## config.mk

```make
export PLATFORM = sky130hd
export DESIGN_NAME = asf_status
export DESIGN_NICKNAME = d
export VERILOG_FILES = /design/src/asf_pkg.sv /design/src/asf_sync2.sv /design/src/asf_status.sv
export VERILOG_INCLUDE_DIRS = /design/src /design/src/src
export SDC_FILE = /design/constraint.sdc
export NUM_CORES = 1
export LEC_CHECK = 0
export ABC_AREA = 0
export BUFFER_PORTS_ARGS = -buffer_cell sky130_fd_sc_hd__clkbuf_2
export CORE_ASPECT_RATIO = 0.5
export CORE_MARGIN = 3
export CORE_UTILIZATION = 58
export DETAILED_ROUTE_END_ITERATION = 8
export GPL_TIMING_DRIVEN = 1
export PLACE_DENSITY = 0.87
export SYNTH_ARGS = -nofsm -noshare
export SYNTH_HDL_FRONTEND = slang
export SYNTH_SLANG_ARGS = --single-unit
```

## constraint.sdc

```tcl
create_clock -name core_clk_i -period 11 [get_ports core_clk_i]
set_input_delay 2.2 -clock core_clk_i [delete_from_list [all_inputs] [get_ports core_clk_i]]
set_output_delay 2.2 -clock core_clk_i [all_outputs]
set_load 0.03 [all_outputs]
```

## src/asf_params.svh

```systemverilog
// Purpose: constants of the converter status word block
// Assumes: 125 MHz core clock
// Notes: included by its bare name
`ifndef ASF_PARAMS_SVH
`define ASF_PARAMS_SVH

// ----------------------------------------------------------------
// status word field positions
// ----------------------------------------------------------------
`define ASF_POS_HELD_IN_RESET_FLAG 22
`define ASF_POS_RDY_LO 16
`define ASF_POS_SCAN_SETUP_FAULT 15
`define ASF_POS_REFERENCE_PRESENT 14
`define ASF_POS_SEQUENCE_ORDER_FAULT 13
`define ASF_POS_OUTPUT_MAP_FAULT 12
`define ASF_POS_ERROR 11
`define ASF_POS_SYSTEM_GAIN_CAL_OVERRANGE 10
`define ASF_POS_DOR 9
`define ASF_POS_AOR 8
`define ASF_POS_RATE_LO 4
`define ASF_POS_PD_LO 2
`define ASF_POS_MODULATOR_BUSY 1
`define ASF_POS_DRDY 0

// ----------------------------------------------------------------
// reset values and codes
// ----------------------------------------------------------------
`define ASF_RST_REFERENCE_PRESENT 1'b1
`define ASF_RST_FAULT 1'b0
`define ASF_PD_CONV 2'h0
`define ASF_PD_SLEEP 2'h1
`define ASF_PD_STANDBY 2'h2
`define ASF_PD_RESET 2'h3
`define ASF_POS_ILLEGAL_LO 3'h0
`define ASF_POS_ILLEGAL_HI 3'h7
`define ASF_CAL_ILLEGAL 2'h3

// ----------------------------------------------------------------
// timing
// ----------------------------------------------------------------
`define ASF_CLK_PERIOD_NS 8
`define ASF_REF_VALID_NS 30000
`define ASF_REF_VALID_CYC (`ASF_REF_VALID_NS / `ASF_CLK_PERIOD_NS)

`endif

```

## src/asf_pkg.sv

```systemverilog
// Purpose: types shared by the status word block
// Assumes: nothing
// Notes: constants live in asf_params.svh
package asf_pkg;
  typedef logic [2:0] asf_pos_t;
  typedef logic [1:0] asf_pin_t;
  typedef logic [1:0] asf_pd_t;
  typedef logic [23:0] asf_word_t;
  typedef logic [11:0] asf_age_t;
endpackage

```

## src/asf_sync2.sv

```systemverilog
// Purpose: two flop synchroniser for pin levels
// Assumes: input is asynchronous to core_clk_i
// Notes: first stage feeds only the second
module asf_sync2 #(
  parameter int W = 1
) (
  input wire logic core_clk_i,
  input wire logic rst_n_i,
  input wire logic [W-1:0] async_i,
  output logic [W-1:0] sync_o
);
  logic [W-1:0] meta_r;

  // two stage capture
  always_ff @(posedge core_clk_i) begin
    if (!rst_n_i) begin
      meta_r <= '0;
      sync_o <= '0;
    end else begin
      meta_r <= async_i;
      sync_o <= meta_r;
    end
  end
endmodule

```

## src/asf_status.sv

```systemverilog
// What this block does
// (RL1) in-reset bit high in reset power state; word reads zero while rst_n_i low
// (RL2) modes 2/3 set ready per channel
// (RL3) ready clears after complete result read or on scan start
// (RL4) scan start clears those of the six ready flags not set by a new result that cycle
// (RL5) scan fault: none enabled or bad code
// (RL6) scan fault aborts every conversion command
// (RL7) reference bit follows reference above threshold
// (RL8) reference bit zero in sleep/standby, informational
// (RL9) reference bit valid within 30us of start
// (RL10) duplicate enabled order codes raise order fault
// (RL11) enabled code 000 or 111 raises fault
// (RL12) enabled codes must run gap-free from 001
// (RL13) order fault holds converter in standby
// (RL14) output pin clash faults and holds standby
// (RL15) calibration select 11 sets config fault
// (RL16) modes 2/3 without single cycle: fault
// (RL17) config fault forces standby
// (RL18) digital overrange bit follows clipped result
// (RL19) modulator busy during conversion or calibration
// (RL20) faults re-evaluated on each configuration write
//
// Purpose: status word and configuration checks of the converter
// Assumes: config and sequencer inputs on core_clk_i; ref pin async
// Notes: fault flags update on config_write_i only
`include "asf_params.svh"

module asf_status #(
  parameter int NCH = 6
) (
  input wire logic core_clk_i,
  input wire logic rst_n_i,
  input wire logic [1:0] seq_mode_i,
  input wire logic [NCH-1:0] channel_scan_enable_i,
  input wire logic [3*NCH-1:0] channel_scan_position_i,
  input wire logic [NCH-1:0] channel_output_enable_i,
  input wire logic [2*NCH-1:0] general_output_pin_i,
  input wire logic [1:0] cal_select_i,
  input wire logic single_cycle_select_i,
  input wire logic config_write_i,
  input wire logic [NCH-1:0] result_new_i,
  input wire logic [NCH-1:0] result_read_done_i,
  input wire logic scan_start_i,
  input wire logic conv_cmd_i,
  input wire logic conversion_start_i,
  input wire logic ref_ok_pin_i,
  input wire logic [1:0] power_state_i,
  input wire logic conv_busy_i,
  input wire logic self_cal_busy_i,
  input wire logic sys_cal_busy_i,
  input wire logic result_clipped_i,
  input wire logic result_valid_i,
  input wire logic analog_overrange_i,
  input wire logic system_gain_cal_overrange_i,
  input wire logic [3:0] rate_i,
  input wire logic data_ready_i,
  output logic conv_abort_o,
  output logic force_standby_o,
  output logic ref_valid_o,
  output logic [23:0] converter_status_word_o
);
  // ----------------------------------------------------------------
  // decoding helpers
  // ----------------------------------------------------------------
  function automatic asf_pkg::asf_pos_t pos_of(input logic [3*NCH-1:0] v, input int i);
    pos_of = v[3*i +: 3];
  endfunction

  function automatic logic pos_illegal(input asf_pkg::asf_pos_t p);
    pos_illegal = (p == `ASF_POS_ILLEGAL_LO) || (p == `ASF_POS_ILLEGAL_HI);
  endfunction

  function automatic logic scan_mode(input logic [1:0] m);
    scan_mode = m[1];
  endfunction

  // ----------------------------------------------------------------
  // configuration checks
  // ----------------------------------------------------------------
  logic any_illegal;
  logic order_dup;
  logic order_gap;
  logic map_clash;
  logic [7:0] seen;
  int unsigned n_en;

  // order code checks over enabled channels
  always_comb begin
    any_illegal = 1'b0;
    order_dup = 1'b0;
    order_gap = 1'b0;
    seen = 8'h00;
    n_en = 0;
    for (int i = 0; i < NCH; i++) begin
      if (channel_scan_enable_i[i]) begin
        n_en = n_en + 1;
        if (pos_illegal(pos_of(channel_scan_position_i, i))) any_illegal = 1'b1; // [RL11]
        if (seen[pos_of(channel_scan_position_i, i)]) order_dup = 1'b1; // [RL10]
        seen[pos_of(channel_scan_position_i, i)] = 1'b1;
      end
    end
    for (int k = 1; k <= NCH; k++) begin
      if (seen[k] != (k <= n_en)) order_gap = 1'b1; // [RL12]
    end
  end

  // output pin clash between output enabled channels
  always_comb begin
    map_clash = 1'b0;
    for (int i = 0; i < NCH; i++) begin
      for (int j = i + 1; j < NCH; j++) begin
        if (channel_output_enable_i[i] && channel_output_enable_i[j] &&
            general_output_pin_i[2*i +: 2] == general_output_pin_i[2*j +: 2]) begin
          map_clash = 1'b1; // [RL14]
        end
      end
    end
  end

  logic scan_fault_nxt;
  logic order_fault_nxt;
  logic config_fault_nxt;

  // fault conditions as seen by the next configuration write
  assign scan_fault_nxt = scan_mode(seq_mode_i) && (channel_scan_enable_i == '0 || any_illegal); // [RL5]
  assign order_fault_nxt = order_dup || any_illegal || order_gap; // [RL10] [RL11] [RL12]
  assign config_fault_nxt = (cal_select_i == `ASF_CAL_ILLEGAL) || // [RL15]
                            (scan_mode(seq_mode_i) && !single_cycle_select_i); // [RL16]

  // ----------------------------------------------------------------
  // fault flags
  // ----------------------------------------------------------------
  logic scan_setup_fault_r;
  logic sequence_order_fault_r;
  logic output_map_fault_r;
  logic config_fault_r;

  // latch faults on every configuration write
  always_ff @(posedge core_clk_i) begin
    if (!rst_n_i) begin
      scan_setup_fault_r <= `ASF_RST_FAULT;
      sequence_order_fault_r <= `ASF_RST_FAULT;
      output_map_fault_r <= `ASF_RST_FAULT;
      config_fault_r <= `ASF_RST_FAULT;
    end else if (config_write_i) begin
      scan_setup_fault_r <= scan_fault_nxt; // [RL20]
      sequence_order_fault_r <= order_fault_nxt; // [RL20]
      output_map_fault_r <= map_clash; // [RL20]
      config_fault_r <= config_fault_nxt; // [RL20]
    end
  end

  // conversion refusal and standby hold
  assign conv_abort_o = conv_cmd_i && scan_setup_fault_r; // [RL6]
  assign force_standby_o = sequence_order_fault_r || output_map_fault_r || config_fault_r; // [RL13] [RL14] [RL17]

  // ----------------------------------------------------------------
  // channel ready flags
  // ----------------------------------------------------------------
  logic [NCH-1:0] channel_result_ready_r;

  // set wins over read clear and scan start clear
  generate
    for (genvar c = 0; c < NCH; c++) begin : g_rdy
      always_ff @(posedge core_clk_i) begin
        if (!rst_n_i) begin
          channel_result_ready_r[c] <= 1'b0;
        end else if (result_new_i[c] && scan_mode(seq_mode_i)) begin
          channel_result_ready_r[c] <= 1'b1; // [RL2]
        end else if (scan_start_i) begin
          channel_result_ready_r[c] <= 1'b0; // [RL4]
        end else if (result_read_done_i[c]) begin
          channel_result_ready_r[c] <= 1'b0; // [RL3]
        end
      end
    end
  endgenerate

  // ----------------------------------------------------------------
  // reference detect
  // ----------------------------------------------------------------
  logic ref_ok_sync;
  logic reference_present_r;
  asf_pkg::asf_age_t ref_age_r;

  asf_sync2 #(
    .W(1)
  ) u_ref_sync (
    .core_clk_i(core_clk_i),
    .rst_n_i(rst_n_i),
    .async_i(ref_ok_pin_i),
    .sync_o(ref_ok_sync)
  );

  // comparator level, forced low in sleep and standby
  always_ff @(posedge core_clk_i) begin
    if (!rst_n_i) begin
      reference_present_r <= `ASF_RST_REFERENCE_PRESENT;
    end else if (power_state_i == `ASF_PD_SLEEP || power_state_i == `ASF_PD_STANDBY) begin
      reference_present_r <= 1'b0; // [RL8]
    end else begin
      reference_present_r <= ref_ok_sync; // [RL7]
    end
  end

  // age since conversion start, saturating
  always_ff @(posedge core_clk_i) begin
    if (!rst_n_i) begin
      ref_age_r <= '0;
    end else if (conversion_start_i) begin
      ref_age_r <= '0;
    end else if (ref_age_r != 12'hfff) begin
      ref_age_r <= ref_age_r + 12'h001;
    end
  end

  // bit is trusted three edges after the start, well inside the limit
  assign ref_valid_o = (power_state_i == `ASF_PD_CONV) && (ref_age_r >= 12'h003); // [RL9]

  // ----------------------------------------------------------------
  // remaining status bits
  // ----------------------------------------------------------------
  logic held_in_reset_flag_r;
  logic digital_overrange_r;
  logic modulator_busy_r;

  // in-reset indication
  always_ff @(posedge core_clk_i) begin
    if (!rst_n_i) begin
      held_in_reset_flag_r <= 1'b1; // [RL1]
    end else begin
      held_in_reset_flag_r <= (power_state_i == `ASF_PD_RESET); // [RL1]
    end
  end

  // overrange follows each new result
  always_ff @(posedge core_clk_i) begin
    if (!rst_n_i) begin
      digital_overrange_r <= 1'b0;
    end else if (result_valid_i) begin
      digital_overrange_r <= result_clipped_i; // [RL18]
    end
  end

  // modulator activity
  always_ff @(posedge core_clk_i) begin
    if (!rst_n_i) begin
      modulator_busy_r <= 1'b0;
    end else begin
      modulator_busy_r <= conv_busy_i || self_cal_busy_i || sys_cal_busy_i; // [RL19]
    end
  end

  // ----------------------------------------------------------------
  // status word assembly
  // ----------------------------------------------------------------
  asf_pkg::asf_word_t word_nxt;

  // pack fields into word layout
  always_comb begin
    word_nxt = '0;
    word_nxt[`ASF_POS_HELD_IN_RESET_FLAG] = held_in_reset_flag_r;
    word_nxt[`ASF_POS_RDY_LO +: NCH] = channel_result_ready_r;
    word_nxt[`ASF_POS_SCAN_SETUP_FAULT] = scan_setup_fault_r;
    word_nxt[`ASF_POS_REFERENCE_PRESENT] = reference_present_r;
    word_nxt[`ASF_POS_SEQUENCE_ORDER_FAULT] = sequence_order_fault_r;
    word_nxt[`ASF_POS_OUTPUT_MAP_FAULT] = output_map_fault_r;
    word_nxt[`ASF_POS_ERROR] = config_fault_r;
    word_nxt[`ASF_POS_SYSTEM_GAIN_CAL_OVERRANGE] = system_gain_cal_overrange_i;
    word_nxt[`ASF_POS_DOR] = digital_overrange_r;
    word_nxt[`ASF_POS_AOR] = analog_overrange_i;
    word_nxt[`ASF_POS_RATE_LO +: 4] = rate_i;
    word_nxt[`ASF_POS_PD_LO +: 2] = power_state_i;
    word_nxt[`ASF_POS_MODULATOR_BUSY] = modulator_busy_r;
    word_nxt[`ASF_POS_DRDY] = data_ready_i;
  end

  // registered status word
  always_ff @(posedge core_clk_i) begin
    if (!rst_n_i) begin
      converter_status_word_o <= '0;
    end else begin
      converter_status_word_o <= word_nxt;
    end
  end
endmodule

```

Yosys cells after proc, flatten, opt, wreduce, memory -nomap -nowiden

Memory sizes are Yosys's and may differ from the RTL's.
Cells that the tools add are included.

Bits of input ports: 80
Register bits after elaboration: 52
Bits in read-only memories: 8
Memory bits (writable): 0
Latch bits: 0
Memories: 1

Reductions and logical operators: 77
Shift operators: 0
Order comparisons: 19
Equal/unequal tests: 32
Bitwise logic cells: 6
Add/subtract/negate cells: 6
Divide/modulo/power cells: 0
Multiplexer cells: 99
$mul: 0

Memories:

| name             | depth | bits a word | read ports | clocked after memory_dff | wr ports | RTL line         | source |
|---|---|---|---|---|---|---|---|
| (name not given) | 8     | 1           | 1          | 0                        | 0        | asf_status.sv:98 | `if (seen[pos_of(channel_scan_position_i, i)]) order_dup = 1'b1;` |

Operator list:

| cell                    | count |
|---|---|
| $add A32 B1 Y32 const B | 5 |
| $mux W32                | 5 |
| $le A3 B32 Y1 const A   | 3 |
| $mux W1                 | 77 |
| $le A2 B32 Y1 const A   | 2 |
| $logic_and A1 B1 Y1     | 46 |
| $mux W8                 | 5 |
| $le A1 B32 Y1 const A   | 1 |
| $or A8 B8 Y8            | 4 |
| $eq A2 B2 Y1            | 15 |
| $lt A3 B4 Y1 const B    | 6 |
| $demux W1 S3            | 6 |
| $eq A3 B3 Y1 const B    | 6 |
| $ge A3 B1 Y1 const B    | 6 |
| $logic_not A3 Y1        | 6 |
| $reduce_bool A3 Y1      | 6 |
| $bmux W1 S3             | 5 |
| $logic_or A1 B1 Y1      | 15 |
| $add A12 B1 Y12 const B | 1 |
| $ge A12 B2 Y1 const B   | 1 |
| $ne A12 B12 Y1 const B  | 1 |
| $mux W7                 | 1 |
| $or A7 B7 Y7            | 1 |
| $eq A2 B2 Y1 const B    | 3 |
| 7 further kinds         | 12 |

Logic depth before layout (Yosys ltp)

Gate-level depths: netlist of run 1.

Depth in word-level cells: 23
Gate-level depth with buffers: 17

Hierarchy

A second synthesis of run 1 with hierarchy kept.

Cells, all modules: 471
Area, all modules: 3963.8 sq um

By module, submodules not included:

| module     | area an instance (sq um) | seq. area each (sq um) | times used | cells an instance |
|---|---|---|---|---|
| asf_status | 3911.3                   | 980.9                  | 1          | 467 |
| asf_sync2  | 52.6                     | 40.0                   | 1          | 4 |

Least setup slack after synthesis of run 1

No wires, ideal clock.

Path kind: input to register
From: in channel_scan_enable_i[0]
To: reg sequence_order_fault_r
Cell stages on the path: 17
Arrival time: 5465 ps
Data required time: 10872 ps
Setup time: 128 ps
Slack: 5407 ps
Path buffers: 2
Cell sequence: clkbuf_1 > inv_1 > ha_1 > buf_2 > xnor2_1 > a21o_1 > ha_1 > nor2b_1 > nor2_1 > ha_1 > nand2_1 > xnor2_1 > nand3_1 > a311oi_2 > mux2_4 > a2111oi_2 > a31oi_1

Cells in the longest elaborated chain, start to end: 20

RTL lines:

| item                 | RTL line          | source |
|---|---|---|
| from (decl)          | asf_status.sv:34  | `input wire logic [NCH-1:0] channel_scan_enable_i,` |
| $mux W1              | asf_status.sv:95  | `if (channel_scan_enable_i[i]) begin` |
| $add A32 B1 Y32      | asf_status.sv:96  | `n_en = n_en + 1;` |
| $mux W32             | asf_status.sv:95  |  |
| $add A32 B1 Y32      | asf_status.sv:96  |  |
| $mux W32             | asf_status.sv:95  |  |
| $add A32 B1 Y32      | asf_status.sv:96  |  |
| $mux W32             | asf_status.sv:95  |  |
| $add A32 B1 Y32      | asf_status.sv:96  |  |
| $mux W32             | asf_status.sv:95  |  |
| $add A32 B1 Y32      | asf_status.sv:96  |  |
| $mux W32             | asf_status.sv:95  |  |
| $le A1 B32 Y1        | asf_status.sv:103 | `if (seen[k] != (k <= n_en)) order_gap = 1'b1;` |
| $ne A1 B1 Y1         | asf_status.sv:103 |  |
| $mux W1 (6 in a row) | asf_status.sv:103 |  |
| $logic_or A1 B1 Y1 * | asf_status.sv:126 | `assign order_fault_nxt = order_dup \|\| any_illegal \|\| order_gap;` |
| to (signal assigned) | asf_status.sv:142 | `` sequence_order_fault_r <= `ASF_RST_FAULT; `` |
| to (signal assigned) | asf_status.sv:147 | `sequence_order_fault_r <= order_fault_nxt;` |
| to (decl)            | asf_status.sv:134 | `logic sequence_order_fault_r;` |

Every way passes the cells marked *; elsewhere a longest branch is shown, timed or not. The select of a mux whose other input is x is not followed.
A chain may end at the register's enable or synchronous reset.

Final worst setup path of run 1

Same ends and word-level chain as after synthesis.

==> results of run 1 <==
==> per-stage QoR <==
| step | area (um^2) | total power [uW] | setup slack [ps] | utilization, % |
|---|---|---|---|---|
| 3_5_place_dp | 4309 | 351.2 | 5060 | 68.61 |
| 5_1_grt | 4464 | 529.8 | 5052 | 71.08 |
| 2_1_floorplan | 3881 | 315.0 | 5407 | - |
| 6_report | 4464 | 502.1 | 5380 | 71.08 |
| 4_1_cts | 4464 | 503.8 | 5357 | 71.08 |
| 3_3_place_gp | 4309 | 346.8 | 5151 | 68.61 |
==> sequential cells by signal, summed over array words and instances, names as in the netlist <==
register	flops
scan_setup_fault_r	1
u_ref_sync.meta_r	1
channel_result_ready_r	6
held_in_reset_flag_r	1
config_fault_r	1
digital_overrange_r	1
output_map_fault_r	1
u_ref_sync.sync_o	1
sequence_order_fault_r	1
modulator_busy_r	1
converter_status_word_o	23
ref_age_r	12
reference_present_r	1
==> worst register-to-register path, stage by stage, from the launching register on <==
cell	delay, ps
dfxtp_1	390
ha_1	240
and3_1	220
nand2_1	100
or3_1	500
nand4_1	160
xor2_1	180
nor2_1	60
==> logic make-up (layout without fill, tap and decap cells) <==
logic type | after synthesis | in the layout | synth area share [%]
muxes | 5 | 5 | 1.741
adders and majority gates | 9 | 9 | 2.901
buffers and inverters | 60 | 126 | 6.576
other | 1 | 1 | 0.09662
AOI/OAI and AO/OA | 86 | 86 | 15.86
xor gates and xnor gates | 51 | 51 | 12.67
DFF | 51 | 51 | 26.31
and+or+nand+nor | 228 | 228 | 33.85
==> Yosys cell counts (all sizes together) (4+ instances only) <==
| cell | n | area share (%) |
|---|---|---|
| nand4b | 14 | 3.2 |
| nand4 | 9 | 1.5 |
| o21ai | 22 | 2.8 |
| xnor2 | 38 | 9.3 |
| dfxtp | 51 | 26 |
| nor2 | 31 | 3.0 |
| nand3 | 38 | 5.0 |
| a21oi | 10 | 1.3 |
| inv | 14 | 1.4 |
| or3 | 4 | 0.64 |
| a31oi | 13 | 2.1 |
| nor4bb | 8 | 2.1 |
| nor2b | 18 | 3.1 |
| nor4b | 5 | 1.1 |
| a22oi | 7 | 1.4 |
| a311oi | 6 | 1.5 |
| buf | 10 | 1.7 |
| nand2b | 6 | 0.97 |
| xor2 | 13 | 3.4 |
| clkbuf | 36 | 3.5 |
| nor3 | 10 | 1.4 |
| and2 | 29 | 4.7 |
| nand2 | 38 | 3.7 |
| and3 | 6 | 0.97 |
| ha | 9 | 2.9 |
==> worst max path at each step <==
| stage | to | cells after the start | slack [ps] | startpoint |
|---|---|---|---|---|
| 2_1_floorplan | sequence_order_fault_r | 17 | 5410 | channel_scan_enable_i[0] |
| 3_3_place_gp | sequence_order_fault_r | 16 | 5150 | channel_scan_enable_i[0] |
| 3_5_place_dp | sequence_order_fault_r | 16 | 5060 | channel_scan_enable_i[0] |
| 4_1_cts | sequence_order_fault_r | 16 | 5360 | channel_scan_enable_i[0] |
| 5_1_grt | sequence_order_fault_r | 16 | 5050 | channel_scan_enable_i[0] |
| 6_report | sequence_order_fault_r | 16 | 5380 | channel_scan_enable_i[0] |
==> report_power, final <==
part           internal (uW)  switching [uW]  leakage, uW
Combinational           64.8            87.4      0.00140
Sequential               192            3.27     0.000419
Clock                   90.8            63.3    0.0000731
Total                    348             154      0.00189
==> layer usage <==
metal | vias to the layer above | share of wire [%] | track usage, % | wire (um)
met5 | - | 0 | 0 | 0
met4 | 0 | 1.6 | 6.564 | 150
met3 | 18 | 6.9 | 2.918 | 638
met2 | 153 | 49 | 42.34 | 4547
met1 | 1760 | 42 | 30.85 | 3936
li1 | 1868 | - | - | -
==> cell type report <==
class	count	area, um^2
Multi-Input combinational cell	380	2605
Fill cell	540	1817
Sequential cell	51	1021
Timing Repair Buffer	104	520.5
Clock buffer	6	138.9
Tap cell	88	110.1
Inverter	14	52.55
Clock inverter	2	16.27
==> impl_metrics.ini, run 1 <==
[status]
outcome = finished clean

[sta]
max_slew.worst_pin.slew_ps = 580.1
fin_hold_ws_ps = 443.9
finalSetupViolCount = 0
timing_hold_violations_final = 0
slew_headroom_pct = 61.07
rsz_0062_raised_after_global_routing = false
achievable-frequency_mhz = 177.9
report.final.slew_viol_count = 0
fin_setup_tns_ps = 0
finalCritPeriodShare_pct = 51.09
final.min_clock_period_ps = 5620
finalClockSkew_ps = 7.999

[critical_path]
critical_path.max_stage_delay_ps = 540
timing.critical_path.to_type = flip-flop
worst_setup_path_class = input pin to flip-flop
cp.arrival_ps = 5780
cp_cell_sequence = clkbuf_2, inv_1, ha_1, xnor2_1, a21o_1, ha_1, nor2b_1, nor2_1, ha_1, nand2_1, xnor2_1, nand3_1, a311oi_2, mux2_4, a2111oi_2, a31oi_1
timing.critical_path.max_delay_family = adder cells
length_in_cells_of_the_worst_reg_to_reg_path = 7
crit_path_max_fanout = 14
r2r_setup_slack_ps = 9020
worstSetupStartpointType = input pin
cp.required_ps = 11160
timing.rr.start = ref_age_r[1]
r2r_end = ref_age_r[3]
crit_path_top_delay_cell = ha_1
worst_path_most_repeated_cell = ha_1
critical_path_buf_inv_count = 2

[synth]
synth-seq-area-share_pct = 26.31
synthesis.area_mm2 = 0.003881
mappedNetlistNets = 580
synth_warnings = 0
ys_dominant_reg_cell = dfxtp_1
synth_cell_types = 70
synth_enable_flop_cells = 0
yosys_register_bits = 51
synth-async-reset-ratio_pct = 0
synth_cells = 491
post_synth.cell_area_avg_um2 = 7.905

[grt]
maximum_number_of_pins_on_one_net_before_global_route_repair = 41
wire_length_of_the_first_global_routing_pass_um = 15690
gr-total-overflow = 0
gr-usage-all-layers_pct = 23.92
grt_antenna_before_repair = 0
grt_pass1_vias = 3493

[die]
number_of_placement_rows = 20
floorplan.core_area_mm2 = 0.006281
die_w_um = 121.7
dieHeight_um = 63.85
initial_core_util_pct = 61.79
boundaryPins = 107
dieArea_mm2 = 0.007769

[finish]
area.growth.synth_to_final_pct = 15.02
antenna_cells = 0
most_common_library_cell_in_the_layout_ignoring_fill_and_taps = clkbuf_2
instances_no_fill = 645
layout.cells.most_common_list = clkbuf_2 (104), dfxtp_1 (51), nand2_1 (38)
post_route_cells_drive_above_1_share_pct = 22.80
nNetsFinal = 645

[clocking]
clock_tree.root_cell = clkbuf_16
numClockSinks = 51
ctsLongestPathBuffers = 2
number_of_hold_repair_buffers_added_at_the_cts_stage = 0
cts_buffers = 5
postCtsSetupBuffers = 0
worstSkewPairLatency_ps = 280
number_of_h_tree_levels = 2
clk_pin_slew_ps = 70
cts_tree = yes
cts-resized-gates = 0

[routing]
vias = 3799
remaining_drc_errors = 0
antenna_left = 0
vias_per_cell = 5.890
detailedRoute.firstIterationViolations = 249
detail_route.wirelength_um = 9272
detail_route.first_pass.iterations = 5
detail_route.wl_per_cell_um = 14.38

[hold_path]
hold_path_end = converter_status_word_o[14]
worst_hold_path.num_cells = 1
min_path_type = flip-flop to flip-flop
hp-start = reference_present_r

[power_and_ir_drop]
ir_worst_vdd_mv = 0.07154
power_density_mw_per_mm2 = 112.5
power_leakage_uw = 0.001893

[placement]
dp.final_hpwl_um = 7028
io_buffer_count = 104
numPlacedInstances = 637
gp_congestion = 0.8751

[job]
drv_cap = 0
(Power assumes the default switching activity.)
==> inputs of run 2 (changes only) <==
CORE_UTILIZATION = 48   (was 58)
PLACE_DENSITY = 0.77   (was 0.87)
clock period = 5 ns   (was 11 ns; I/O delays follow)
==> impl_metrics.ini, run 2 (synthesis results as in run 1) <==
[status]
outcome = finished clean

[grt]
grt_antenna_before_repair = 0
maximum_number_of_pins_on_one_net_before_global_route_repair = 41
wire_length_of_the_first_global_routing_pass_um = 15030
grt_pass1_vias = 3205
gr-usage-all-layers_pct = 18.91
gr-total-overflow = 0

[die]
initial_core_util_pct = 51.27
dieHeight_um = 69.59
boundaryPins = 107
number_of_placement_rows = 22
dieArea_mm2 = 0.009267
die_w_um = 133.2
floorplan.core_area_mm2 = 0.007570

[finish]
multi_input_comb_area_mm2 = 0.002605
registers_with_the_most_flip_flops = converter_status_word_o: 23 flops, ref_age_r: 12 flops, channel_result_ready_r: 6 flops
nNetsFinal = 646
top_register = converter_status_word_o
post-route-util_pct = 59.64
area.growth.synth_to_final_pct = 16.31
antenna_cells = 0
most_common_library_cell_in_the_layout_ignoring_fill_and_taps = clkbuf_2
area.sequential_mm2 = 0.001021
post_route_cells_drive_above_1_share_pct = 22.94
layout.cells.most_common_list = clkbuf_2 (104), dfxtp_1 (51), nand2_1 (38)
fillers = 690
largest_reg_flops = 23
final_instance_area_mm2 = 0.004514

[sta]
max_slew.worst_pin.slew_ps = 604.2
achievable-frequency_mhz = 226.6
timing_hold_violations_final = 0
rsz_0062_raised_after_global_routing = false
fin_hold_ws_ps = 437.1
fin_setup_tns_ps = 0
slew_headroom_pct = 59.45
report.final.slew_viol_count = 0
finalSetupViolCount = 0
finalCritPeriodShare_pct = 88.25
final.min_clock_period_ps = 4412
finalClockSkew_ps = 4.279

[clocking]
cts_tree = yes
postCtsSetupBuffers = 0
cts-resized-gates = 0
clk_pin_slew_ps = 70
worstSkewPairLatency_ps = 280
cts_buffers = 5
clock_tree.root_cell = clkbuf_16
number_of_h_tree_levels = 2
numClockSinks = 51
ctsLongestPathBuffers = 2
number_of_hold_repair_buffers_added_at_the_cts_stage = 0

[hold_path]
worst_hold_path.num_cells = 1
hp-start = held_in_reset_flag_r
min_path_type = flip-flop to flip-flop
hold_path_end = converter_status_word_o[22]

[power_and_ir_drop]
ir_worst_vdd_mv = 0.1300
power_leakage_uw = 0.001909
power_density_mw_per_mm2 = 254.3
totalPowerFinal_uw = 1148

[critical_path]
worstSetupStartpointType = input pin
timing.rr.start = ref_age_r[0]
cp.arrival_ps = 4570
cp.required_ps = 5160
r2r_setup_slack_ps = 3090
timing.critical_path.to_type = flip-flop
worst_setup_path_class = input pin to flip-flop
length_in_cells_of_the_worst_reg_to_reg_path = 7
crit_path_max_fanout = 14
r2r_end = ref_age_r[3]

[routing]
vias_per_cell = 5.610
detailedRoute.firstIterationViolations = 364
detail_route.first_pass.iterations = 5
detail_route.wirelength_um = 9108
antenna_left = 0
remaining_drc_errors = 0
detail_route.wl_per_cell_um = 13.68
vias = 3736

[job]
drv_cap = 0

[placement]
dp.final_hpwl_um = 6901
gp_congestion = 0.9748
post_dp_cell_area_mm2 = 0.004342
io_buffer_count = 104
-- run 2: cell count changes in the layout (fill, tap and decap cells not counted) --
cell,change
buf_4,+1
bufinv_16,+1
clkbuf_8,-1
clkinvlp_4,-1
inv_6,+1
-- run 2: layout make-up --
class	count	area share, %
multi-input combinational	380	57.71
sequential	51	22.62
timing repair buffer	105	11.70
tap	108	2.993
clock buffer	5	2.772
inverter	14	1.164
clock inverter	3	1.053
-- run 2: through the flow --
step,setup slack [ps],cells
after detailed placement,294.2,658
final,587.7,666
after CTS,588.6,666
after global placement,371.0,658
after global routing,361.9,666
after floorplan,607.0,491
-- run 2: worst max path at each step --
stage	slack, ps	end	startpoint	cells after the start
4_1_cts	590	sequence_order_fault_r	channel_scan_enable_i[1]	16
6_report	590	sequence_order_fault_r	channel_scan_enable_i[1]	16
5_1_grt	360	sequence_order_fault_r	channel_scan_enable_i[1]	16
3_3_place_gp	370	sequence_order_fault_r	channel_scan_enable_i[1]	16
3_5_place_dp	290	sequence_order_fault_r	channel_scan_enable_i[1]	16
2_1_floorplan	610	sequence_order_fault_r	channel_scan_enable_i[0]	17
-- run 2: layer usage --
| metal | track usage, % | wire [um] | vias to the layer above | part of all wire [%] |
|---|---|---|---|---|
| li1 | - | - | 1881 | - |
| met1 | 25.55 | 4070 | 1703 | 45 |
| met2 | 32.25 | 4355 | 140 | 48 |
| met3 | 2.681 | 580 | 12 | 6.4 |
| met4 | 4.105 | 102 | 0 | 1.1 |
| met5 | 0 | 0 | - | 0 |
-- run 2: worst max-delay path, stage by stage --
cell       delay (ps)
clkbuf_2          220
inv_1             100
ha_1              530
xnor2_1           160
a21o_1            210
ha_1              330
nor2b_1           250
nor2_1             80
ha_1              220
nand2_1           100
xnor2_1           170
nand3_1           130
a311oi_2          250
mux2_4            330
a2111oi_2         360
a31oi_1           120
-- run 2: power by group --
part	internal (uW)	switching, uW
combinational	143	192
clock	238	144
sequential	423	6.55
==> inputs of run 3 (changes only) <==
BUFFER_PORTS_ARGS = unset   (was -buffer_cell sky130_fd_sc_hd__clkbuf_2)
CORE_UTILIZATION = 60   (was 48)
DONT_BUFFER_PORTS = 1   (was unset)
PLACE_DENSITY = 0.76   (was 0.77)
clock period = 4.4 ns   (was 5 ns; I/O delays follow)
==> impl_metrics.ini, run 3 (synthesis results as in run 1) <==
[routing]
detail_route.wirelength_um = 8910
vias = 3408
detail_route.wl_per_cell_um = 16.47
vias_per_cell = 6.299
remaining_drc_errors = 0
detail_route.first_pass.iterations = 5
antenna_left = 0
detailedRoute.firstIterationViolations = 261

[clocking]
clk_pin_slew_ps = 60
numClockSinks = 51
postCtsSetupBuffers = 0
cts_tree = yes
cts_buffers = 5
cts-resized-gates = 0
number_of_h_tree_levels = 2
ctsLongestPathBuffers = 2
worstSkewPairLatency_ps = 280
number_of_hold_repair_buffers_added_at_the_cts_stage = 0
clock_tree.root_cell = clkbuf_16

[placement]
dp.final_hpwl_um = 6747
post_dp_cell_area_mm2 = 0.003796
gp_congestion = 0.8764
io_buffer_count = 0

[finish]
registers_with_the_most_flip_flops = converter_status_word_o: 23 flops, ref_age_r: 12 flops, channel_result_ready_r: 6 flops
layout.cells.most_common_list = dfxtp_1 (51), nand2_1 (38), nand3_1 (37)
post_route_cells_drive_above_1_share_pct = 5.077
fillers = 532
area.growth.synth_to_final_pct = 1.999
most_common_library_cell_in_the_layout_ignoring_fill_and_taps = dfxtp_1
antenna_cells = 0
nNetsFinal = 542
final_instance_area_mm2 = 0.003959
top_register = converter_status_word_o
largest_reg_flops = 23

[critical_path]
length_in_cells_of_the_worst_reg_to_reg_path = 7
crit_path_max_fanout = 14
timing.critical_path.to_type = flip-flop
worstSetupStartpointType = input pin
cp.required_ps = 4570
cp.arrival_ps = 4040
worst_setup_path_class = input pin to flip-flop

[sta]
achievable-frequency_mhz = 258.2
timing_hold_violations_final = 0
rsz_0062_raised_after_global_routing = false
finalClockSkew_ps = 3.728
report.final.slew_viol_count = 0
finalCritPeriodShare_pct = 88.02
fin_setup_tns_ps = 0
max_slew.worst_pin.slew_ps = 785.0
final.min_clock_period_ps = 3873
slew_headroom_pct = 47.42
finalSetupViolCount = 0

[die]
boundaryPins = 107
dieHeight_um = 62.87
die_w_um = 119.7
initial_core_util_pct = 63.05
floorplan.core_area_mm2 = 0.006156
dieArea_mm2 = 0.007528
number_of_placement_rows = 20

[grt]
wire_length_of_the_first_global_routing_pass_um = 15060
grt_pass1_vias = 3360
grt_antenna_before_repair = 0
gr-usage-all-layers_pct = 23.49
gr-total-overflow = 0
maximum_number_of_pins_on_one_net_before_global_route_repair = 41

[power_and_ir_drop]
share_clk_of_total_power_pct = 35.2
pwr-share-seq_pct = 42.4
p_sw_uw = 321.7
power_switching_share_pct = 26.70
internal-power_uw = 883.3
ir_worst_vdd_mv = 0.1577
power_leakage_uw = 0.001460
power_density_mw_per_mm2 = 304.4
p_comb_share_pct = 22.5

[hold_path]
min_path_type = flip-flop to flip-flop
worst_hold_path.num_cells = 1

[status]
outcome = finished clean

[job]
drv_cap = 0
run 3: metrics by stage:
| stage | instances | worst slack [ps] | hold slack, ps | utilization [%] | total power, uW |
|---|---|---|---|---|---|
| after floorplan | 491 | 127.0 | 411.9 | - | 787.5 |
| after global placement | 534 | 384.3 | 415.5 | 61.67 | 774.8 |
| after detailed placement | 534 | 268.6 | 422.8 | 61.67 | 787.8 |
| after CTS | 541 | 549.0 | 437.4 | 64.31 | 1207 |
| after global routing | 541 | 291.8 | 442.5 | 64.31 | 1261 |
| final | 541 | 527.0 | 433.4 | 64.31 | 1205 |
run 3: path summary, 6_finish.rpt:
path                                  from                           to  slack [ps]
setup / recovery  channel_scan_enable_i[0]       sequence_order_fault_r         530
hold / removal         reference_present_r  converter_status_word_o[14]         430
setup reg to reg              ref_age_r[0]                 ref_age_r[3]        2490
hold reg to reg        reference_present_r  converter_status_word_o[14]         430
run 3: per-layer routing:
metal  global-route usage (%)  wire, um  vias to the layer above
li1                         -         -                     1663
met1                    28.04      3755                     1587
met2                    42.77      4370                      142
met3                    6.329       706                       16
met4                    4.422        78                        0
met5                        0         0                        -
run 3: cell type report:
| type | instances | area (um^2) | area share, % |
|---|---|---|---|
| Inverter | 14 | 52.55 | 1.327 |
| Tap cell | 88 | 110.1 | 2.781 |
| Clock buffer | 5 | 125.1 | 3.161 |
| Clock inverter | 2 | 37.54 | 0.9482 |
| Sequential cell | 51 | 1021 | 25.79 |
| Timing Repair Buffer | 1 | 7.507 | 0.1896 |
| Multi-Input combinational cell | 380 | 2605 | 65.80 |
run 3: critical path, stage by stage:
cell       delay (ps)
inv_1              40
ha_1              520
xnor2_1           170
a21o_1            210
ha_1              320
nor2b_1           160
nor2_1             70
ha_1              230
nand2_1           110
xnor2_1           170
nand3_1           140
a311oi_2          260
mux2_4            330
a2111oi_2         330
a31oi_1           110
run 3: power groups by stage:
| stage | Sequential (uW) | Combinational [uW] | Clock [uW] |
|---|---|---|---|
| 2_1_floorplan | 518 | 270 | 0 |
| 4_1_cts | 511 | 269 | 427 |
| 3_5_place_dp | 521 | 267 | 0 |
| 3_3_place_gp | 521 | 254 | 0 |
| 6_report | 510 | 271 | 424 |
| 5_1_grt | 512 | 300 | 449 |
